===== src/logic/ioc_pkg.sv =====
// package: constants and types shared by the io cell storage path
// Summary of operation
// - with early capture, pad data latches on early clock, then moves on core clock.
// - pad output takes output data or clock enable, chosen by output clock level.
// - alternatively the output multiplexer acts as a fast two-input AND gate.
// - each fabric input output picks direct pad or input storage element, separately.
// - one shared clock enable, applied to input element, output element, or both.
// - the shared clock enable is never inverted inside the cell.
// - global set/reset loads configured set/reset value; async reset always loads 0.
// - unconnected clock enable acts high; low enable holds in flop and latch modes.
`default_nettype none

package ioc_pkg;

  // which storage elements the shared clock enable steers
  typedef enum logic [1:0] {
    IOC_CE_INPUT,
    IOC_CE_OUTPUT,
    IOC_CE_BOTH,
    IOC_CE_NONE
  } ioc_ce_sel_e;

  // value every storage element holds after asynchronous reset
  localparam logic IOC_RESET_VALUE = 1'h0;
  // level assumed on an unconnected clock enable
  localparam logic IOC_CE_UNCONNECTED = 1'h1;

endpackage : ioc_pkg

`default_nettype wire


===== src/logic/ioc_storage.sv =====
// module: one storage element, flip-flop or latch, with hold and set/reset
`default_nettype none

module ioc_storage
  import ioc_pkg::*;
(
  input  wire logic i_core_clk,   // core clock
  input  wire logic i_rst,        // async reset, active high
  input  wire logic i_elem_clk,   // element clock level, synchronous
  input  wire logic i_ce,         // effective clock enable
  input  wire logic i_d,          // data in
  input  wire logic i_latch_mode, // 1 = latch, 0 = flip-flop
  input  wire logic i_gsr,        // global set/reset pulse or level
  input  wire logic i_set_val,    // configured set/reset value
  output logic      o_q           // stored value
);
  import ioc_pkg::*;

  typedef struct packed {
    logic clk_prev;
    logic q;
  } ioc_stor_s;

  ioc_stor_s st_r;
  ioc_stor_s st_nxt;

  ////////////////////////////////////////////////////////////////////////////
  // next state: gsr dominates, then enable gates any update
  always_comb begin
    st_nxt          = st_r;
    st_nxt.clk_prev = i_elem_clk;
    if (i_gsr) begin
      st_nxt.q = i_set_val;
    end else if (i_ce) begin
      if (i_latch_mode) begin
        // latch is transparent while its clock is low
        if (!i_elem_clk) begin
          st_nxt.q = i_d;
        end
      end else if (i_elem_clk && !st_r.clk_prev) begin
        st_nxt.q = i_d;
      end
    end
  end

  always_ff @(posedge i_core_clk or posedge i_rst) begin
    if (i_rst) begin
      st_r <= '{clk_prev: 1'h0, q: IOC_RESET_VALUE};
    end else begin
      st_r <= st_nxt;
    end
  end

  assign o_q = st_r.q;

  ////////////////////////////////////////////////////////////////////////////
  AST_HOLD_WHEN_DISABLED: assert property (
    @(posedge i_core_clk) disable iff (i_rst)
    (!i_ce && !i_gsr) |=> (o_q == $past(o_q)))
    else $error("storage changed while clock enable low");

  AST_GSR_LOADS_SET: assert property (
    @(posedge i_core_clk) disable iff (i_rst)
    i_gsr |=> (o_q == $past(i_set_val)))
    else $error("global set/reset did not load set value");

  AST_FLOP_EDGE_CAPTURE: assert property (
    @(posedge i_core_clk) disable iff (i_rst)
    (!i_gsr && i_ce && !i_latch_mode && i_elem_clk && !st_r.clk_prev)
      |=> (o_q == $past(i_d)))
    else $error("flip-flop missed capture on enabled rising edge");

endmodule : ioc_storage

`default_nettype wire


===== src/logic/ioc_cell.sv =====
// module: io cell storage, selection and output multiplexer path
`default_nettype none

module ioc_cell
  import ioc_pkg::*;
(
  input  wire logic        i_core_clk,         // low-skew global clock
  input  wire logic        i_rst,              // async reset, active high
  input  wire logic        i_global_set_reset, // sync global set/reset
  input  wire logic        i_pad_in,           // level seen at the pad
  input  wire logic        i_early_clk,        // early clock level, sync
  input  wire logic        i_in_clk,           // input element clock level
  input  wire logic        i_out_clk,          // output clock level
  input  wire logic        i_out_data,         // output data from fabric
  input  wire logic        i_logic_cell_clock_enable, // shared enable
  input  wire logic        i_ce_connected,     // 0 = enable pin unconnected
  input  wire logic        i_cfg_early_capture,// use early capture latch
  input  wire logic        i_cfg_in_latch,     // input element as latch
  input  wire logic        i_cfg_out_latch,    // output element as latch
  input  wire logic        i_cfg_first_reg,    // first output registered
  input  wire logic        i_cfg_second_reg,   // second output registered
  input  wire ioc_pkg::ioc_ce_sel_e i_cfg_ce_sel, // enable target select
  input  wire logic        i_cfg_out_reg,      // pad data via out element
  input  wire logic        i_cfg_out_mux,      // enable clock-steered mux
  input  wire logic        i_cfg_out_and,      // mux acts as AND gate
  input  wire logic        i_cfg_in_set,       // input element sets on gsr
  input  wire logic        i_cfg_out_set,      // output element sets on gsr
  output logic             o_fabric_input_first,  // first input to fabric
  output logic             o_fabric_input_second, // second input to fabric
  output logic             o_pad_out              // data toward the pad
);
  import ioc_pkg::*;

  typedef struct packed {
    logic early_prev;
    logic capture;
    logic first;
    logic second;
    logic pad;
  } ioc_cell_s;

  ioc_cell_s st_r;
  ioc_cell_s st_nxt;

  logic ce_eff;
  logic ce_in;
  logic ce_out;
  logic in_d;
  logic in_q;
  logic out_q;
  logic out_src;

  ////////////////////////////////////////////////////////////////////////////
  // shared enable: no inversion here, invert in the fabric if needed
  assign ce_eff = i_ce_connected ? i_logic_cell_clock_enable
                                 : IOC_CE_UNCONNECTED;

  // an element not targeted by the enable runs as always enabled
  always_comb begin
    ce_in  = 1'h1;
    ce_out = 1'h1;
    unique case (i_cfg_ce_sel)
      IOC_CE_INPUT: begin
        ce_in = ce_eff;
      end
      IOC_CE_OUTPUT: begin
        ce_out = ce_eff;
      end
      IOC_CE_BOTH: begin
        ce_in  = ce_eff;
        ce_out = ce_eff;
      end
      IOC_CE_NONE: begin
        ce_in  = 1'h1;
        ce_out = 1'h1;
      end
    endcase
  end

  // input element reads the capture latch when early capture is on
  assign in_d = i_cfg_early_capture ? st_r.capture : i_pad_in;

  ////////////////////////////////////////////////////////////////////////////
  // input and output storage elements share one implementation
  ioc_storage u_in_elem (
    .i_core_clk   (i_core_clk),
    .i_rst        (i_rst),
    .i_elem_clk   (i_in_clk),
    .i_ce         (ce_in),
    .i_d          (in_d),
    .i_latch_mode (i_cfg_in_latch),
    .i_gsr        (i_global_set_reset),
    .i_set_val    (i_cfg_in_set),
    .o_q          (in_q)
  );

  ioc_storage u_out_elem (
    .i_core_clk   (i_core_clk),
    .i_rst        (i_rst),
    .i_elem_clk   (i_out_clk),
    .i_ce         (ce_out),
    .i_d          (i_out_data),
    .i_latch_mode (i_cfg_out_latch),
    .i_gsr        (i_global_set_reset),
    .i_set_val    (i_cfg_out_set),
    .o_q          (out_q)
  );

  assign out_src = i_cfg_out_reg ? out_q : i_out_data;

  ////////////////////////////////////////////////////////////////////////////
  // next state: capture latch, fabric selects and pad multiplexer.
  // outputs are registered, so the direct paths carry one cycle of delay
  always_comb begin
    st_nxt            = st_r;
    st_nxt.early_prev = i_early_clk;
    // capture on early clock rising edge, ahead of the global clock
    if (i_early_clk && !st_r.early_prev) begin
      st_nxt.capture = i_pad_in;
    end
    st_nxt.first  = i_cfg_first_reg  ? in_q : i_pad_in;
    st_nxt.second = i_cfg_second_reg ? in_q : i_pad_in;
    if (i_cfg_out_and) begin
      st_nxt.pad = out_src & ce_eff;
    end else if (i_cfg_out_mux) begin
      // two signals time-share the pad, split by output clock level
      st_nxt.pad = i_out_clk ? out_src : ce_eff;
    end else begin
      st_nxt.pad = out_src;
    end
  end

  always_ff @(posedge i_core_clk or posedge i_rst) begin
    if (i_rst) begin
      st_r <= '{early_prev: 1'h0, capture: IOC_RESET_VALUE,
                first: 1'h0, second: 1'h0, pad: 1'h0};
    end else begin
      st_r <= st_nxt;
    end
  end

  assign o_fabric_input_first  = st_r.first;
  assign o_fabric_input_second = st_r.second;
  assign o_pad_out             = st_r.pad;

  ////////////////////////////////////////////////////////////////////////////
  AST_EARLY_CAPTURE: assert property (
    @(posedge i_core_clk) disable iff (i_rst)
    (i_early_clk && !st_r.early_prev) |=> (st_r.capture == $past(i_pad_in)))
    else $error("capture latch missed early clock edge");

  AST_MUX_BY_OUT_CLK: assert property (
    @(posedge i_core_clk) disable iff (i_rst)
    (i_cfg_out_mux && !i_cfg_out_and)
      |=> (o_pad_out == ($past(i_out_clk) ? $past(out_src)
                                           : $past(ce_eff))))
    else $error("pad mux chose wrong source for output clock level");

  AST_AND_GATE: assert property (
    @(posedge i_core_clk) disable iff (i_rst)
    i_cfg_out_and |=> (o_pad_out == ($past(out_src) & $past(ce_eff))))
    else $error("pad and gate output wrong");

  AST_FIRST_SELECT: assert property (
    @(posedge i_core_clk) disable iff (i_rst)
    !i_cfg_first_reg |=> (o_fabric_input_first == $past(i_pad_in)))
    else $error("first fabric input not direct pad signal");

  AST_SECOND_SELECT: assert property (
    @(posedge i_core_clk) disable iff (i_rst)
    i_cfg_second_reg |=> (o_fabric_input_second == $past(in_q)))
    else $error("second fabric input not registered signal");

  AST_CE_TARGET: assert property (
    @(posedge i_core_clk) disable iff (i_rst)
    (i_cfg_ce_sel == IOC_CE_OUTPUT) |-> ce_in)
    else $error("input element gated by enable aimed at output");

  AST_NO_INVERSION: assert property (
    @(posedge i_core_clk) disable iff (i_rst)
    (i_ce_connected && i_cfg_ce_sel == IOC_CE_BOTH)
      |-> (ce_in == i_logic_cell_clock_enable))
    else $error("clock enable inverted inside cell");

  AST_UNCONNECTED_HIGH: assert property (
    @(posedge i_core_clk) disable iff (i_rst)
    !i_ce_connected |-> (ce_eff == 1'h1))
    else $error("unconnected clock enable not treated high");

  AST_GSR_INPUT: assert property (
    @(posedge i_core_clk) disable iff (i_rst)
    (i_global_set_reset && i_cfg_first_reg) ##1 i_cfg_first_reg
      |=> (o_fabric_input_first == $past(i_cfg_in_set, 2)))
    else $error("input element missed set/reset value");

  AST_FIRST_REGISTERED: assert property (
    @(posedge i_core_clk) disable iff (i_rst)
    i_cfg_first_reg |=> (o_fabric_input_first == $past(in_q)))
    else $error("first fabric input not registered signal");

  AST_SECOND_DIRECT: assert property (
    @(posedge i_core_clk) disable iff (i_rst)
    !i_cfg_second_reg |=> (o_fabric_input_second == $past(i_pad_in)))
    else $error("second fabric input not direct pad signal");

  AST_PAD_PLAIN: assert property (
    @(posedge i_core_clk) disable iff (i_rst)
    (!i_cfg_out_mux && !i_cfg_out_and)
      |=> (o_pad_out == $past(out_src)))
    else $error("pad path altered with mux and gate both off");

  AST_CE_INPUT_ONLY: assert property (
    @(posedge i_core_clk) disable iff (i_rst)
    (i_cfg_ce_sel == IOC_CE_INPUT) |-> ce_out)
    else $error("output element gated by enable aimed at input");

  // the global clock edge moves the captured value, not the live pad
  AST_EARLY_TO_ELEMENT: assert property (
    @(posedge i_core_clk) disable iff (i_rst)
    (i_cfg_early_capture && !i_cfg_in_latch && !i_global_set_reset &&
     ce_in && i_in_clk && !u_in_elem.st_r.clk_prev)
      |=> (in_q == $past(st_r.capture)))
    else $error("input element did not take captured value");

  COV_EARLY: cover property (@(posedge i_core_clk) disable iff (i_rst)
    i_cfg_early_capture && i_early_clk && !st_r.early_prev);
  COV_MUX: cover property (@(posedge i_core_clk) disable iff (i_rst)
    i_cfg_out_mux && i_out_clk ##1 i_cfg_out_mux && !i_out_clk);
  COV_AND: cover property (@(posedge i_core_clk) disable iff (i_rst)
    i_cfg_out_and && o_pad_out);
  COV_HOLD: cover property (@(posedge i_core_clk) disable iff (i_rst)
    i_ce_connected && !i_logic_cell_clock_enable);

endmodule : ioc_cell

`default_nettype wire


===== config.mk =====
export PLATFORM = sky130hd
export DESIGN_NAME = ioc_cell
export DESIGN_NICKNAME = d
export VERILOG_FILES = /design/src/logic/ioc_pkg.sv /design/src/logic/ioc_storage.sv /design/src/logic/ioc_cell.sv
export SDC_FILE = /design/constraint.sdc
export NUM_CORES = 1
export LEC_CHECK = 0
export CORE_AREA = 2 2 39 41
export DETAILED_ROUTE_END_ITERATION = 8
export DIE_AREA = 0 0 41 43
export DONT_BUFFER_PORTS = 1
export GPL_ROUTABILITY_DRIVEN = 0
export PLACE_DENSITY = 0.58
export SLEW_MARGIN = 40
export SYNTH_ARGS = -nofsm -noshare
export SYNTH_HDL_FRONTEND = slang
export SYNTH_SLANG_ARGS = --single-unit

===== constraint.sdc =====
create_clock -name i_core_clk -period 2.27 [get_ports i_core_clk]
set_input_delay 0.1135 -clock i_core_clk [delete_from_list [all_inputs] [get_ports i_core_clk]]
set_output_delay 0.1135 -clock i_core_clk [all_outputs]
set_load 0.02 [all_outputs]

==> metrics.yaml <==
synth:
  synthTopCellsByArea: "dfrtp_1 (50%), mux2_2 (12%), ha_1 (5.5%)"
  synth_fp_nets: 61
  yosys.area.top_type_share: 0.499
  syn_area_um2: 452
  ys_seq_elements: 9
  ys_seq_area_frac: 0.499
  yosys.area.top_type: "dfrtp_1"
  ys_warn_count: 0
  syn_avg_cell_area_um2: 12.2
  ys_types: 18
  syn_inst: 37
routing:
  vias: 332
  antenna_left: 0
  drt_iter0_drc: 0
  routed_via_density: 5.03
  dr.pass1.iters: 1
  routed_wl_um: 872
  avgRoutedWirePerCell_um: 13.2
  drc: 0
clock_network:
  cts_resized: 0
  cts.sinks: 9
  cts_buffers: 3
  cts_buffer_depth: 2
  ctsHoldBuffers: 7
  clock_latency_ps: 250
  cts_tree: "built"
  clk_pin_slew_worst_paths_ps: 60
  cts_root_buf: "clkbuf_4"
  post_cts_buffers: 0
  h-tree-depth: 1
sta:
  setup_viol: 0
  tns_ps: 0
  finalHoldViolCount: 0
  fin_worst_skew_ps: 4.72
  rsz0062_at_grt: "false"
  max_slew_margin: 0.781
  min_period_ps: 1570
  slew_viol_final: 0
  tightest_slew_ps: 326
  post-route-period-util: 0.694
  fmax_mhz: 635
  final.setup.worst_slack_ps: 696
pwr:
  leakage_nw: 0.260
  powerDensity_nw_per_um2: 617
  vdd_drop_max_mv: 0.328
worst_setup_path:
  cp_slowest_cell: "dfrtp_1"
  r2r_cells: 4
  arrival_ps: 1710
  reg2reg_slack_ps: 700
  crit_type: "reg2reg"
  critPathCaptureType: "register"
  cp_cell_sequence: "or3b_1 > a22oi_2 > mux2_1 > mux2_2"
  cp-start-kind: "register"
  critPathMaxFanout: 1
  cp_slowest_stage_delay_ps: 360
  required_ps: 2410
global_route:
  grt_overflow: 0
  grtUsageTotal: 0.111
  grt_pass1_vias: 344
  grt_first_pass_wirelength_mm: 1.27
  antenna_found_initial: 0
  grt_max_degree: 10
finish:
  layout.nets: 75
  antenna_cells: 0
  syn_to_final_growth_pct: 30.2
  fill_cells: 138
  drive_above_1_share: 0.240
floorplan:
  dieArea_um2: 1760
  die_w_um: 41
  num_rows: 14
  initial_core_util: 0.326
  die_y_um: 43
  io_pins: 25
  core_area_um2: 1380
run_status:
  run_status: "complete, no violations"
job:
  cap_violations: 0
place:
  io_buffers: 0
  dp_slack_ps: 701
  hpwlAfterDp_um: 692
worst_hold_path:
  hold_class: "in2reg"
  whs_path_depth: 1
[synth_stat cells]
library cell / instances
a21oi_1: 1
a22o_1: 1
a22oi_2: 1
a31o_2: 1
and2b_2: 1
dfrtp_1: 9
ha_1: 2
inv_1: 3
mux2_1: 1
mux2_2: 5
mux2i_1: 2
nand2_1: 1
nand2b_1: 2
nor2_1: 1
nor2b_1: 1
o21ai_0: 3
or2b_2: 1
or3b_1: 1
[state kept, by name, summed over array words and instances (netlist names)]
register / cells
o_fabric_input_first: 1
o_fabric_input_second: 1
o_pad_out: 1
st_r: 2
u_in_elem.o_q: 1
u_in_elem.st_r: 1
u_out_elem.o_q: 1
u_out_elem.st_r: 1
[cells by family (layout without fill, tap and decap cells)]
family | after synthesis | in the layout | share of synthesized area
flip-flops | 9 | 9 | 0.499
multiplexers | 8 | 8 | 0.194
AND/OR/NAND/NOR | 8 | 8 | 0.116
AO/OA/AOI/OAI | 7 | 7 | 0.111
buffers and inverters | 3 | 16 | 0.0249
adder cells (fa/ha/maj) | 2 | 2 | 0.0554
[critical path, delay by kind of cell (launching register included)]
| kind | cells | cell delay, ps |
|---|---|---|
| flip-flops | 1 | 360 |
| AO/OA/AOI/OAI | 1 | 160 |
| multiplexers | 2 | 590 |
| AND/OR/NAND/NOR | 1 | 360 |
[path summary, 6_finish.rpt]
path | from | end
setup / recovery | u_out_elem.st_r[1] | u_out_elem.o_q
hold / removal | i_cfg_out_set | u_out_elem.o_q
setup reg to reg | u_out_elem.st_r[1] | u_out_elem.o_q
hold reg to reg | st_r[3] | st_r[3]
max in group asynchronous | i_rst | o_pad_out
min in group asynchronous | i_rst | o_fabric_input_first
[cell usage in the layout, fill, tap and decap left out, types with 2 or more instances in the layout]
| cell | count |
|---|---|
| dlygate4sd3_1 | 9 |
| dfrtp_1 | 9 |
| mux2_2 | 5 |
| inv_1 | 3 |
| o21ai_0 | 3 |
| clkbuf_4 | 3 |
| nand2b_1 | 2 |
| mux2i_1 | 2 |
| ha_1 | 2 |
[area by class of cell]
type,count,area [um^2],area share
well taps,16,20.0,0.0340
multi-input cells,25,215,0.366
flip-flops and latches,9,225,0.383
inverters,3,11.3,0.0191
clock buffers,4,26.3,0.0447
repair buffers,9,90.1,0.153
[per-stage QoR]
step           utilization  area [um^2]  total power, W  hold slack (ps)  instances
3_5_place_dp         0.341          472        0.000234            -14.7         53
6_report             0.425          588        0.000363             14.6         66
3_3_place_gp         0.341          472        0.000231            -25.4         53
5_1_grt              0.425          588        0.000384             3.20         66
4_1_cts              0.410          568        0.000368            0.385         64
2_1_floorplan            -          452        0.000226            -58.6         37
[per-layer routing]
metal	share of wire	track usage	wire, um	vias to the layer above
li1	-	-	-	155
met1	0.38	0.103	327	155
met2	0.49	0.178	431	22
met3	0.13	0.0838	113	0
met4	0	0.0400	0	0
met5	0	0	0	-
[power breakdown]
part	switching [W]	internal [W]	total [W]
Combinational	0.0000181	0.0000342	0.0000523
Sequential	0.0000140	0.000176	0.000190
Clock	0.0000528	0.0000675	0.000120
Total	0.0000849	0.000278	0.000363
(Power assumes the default switching activity.)
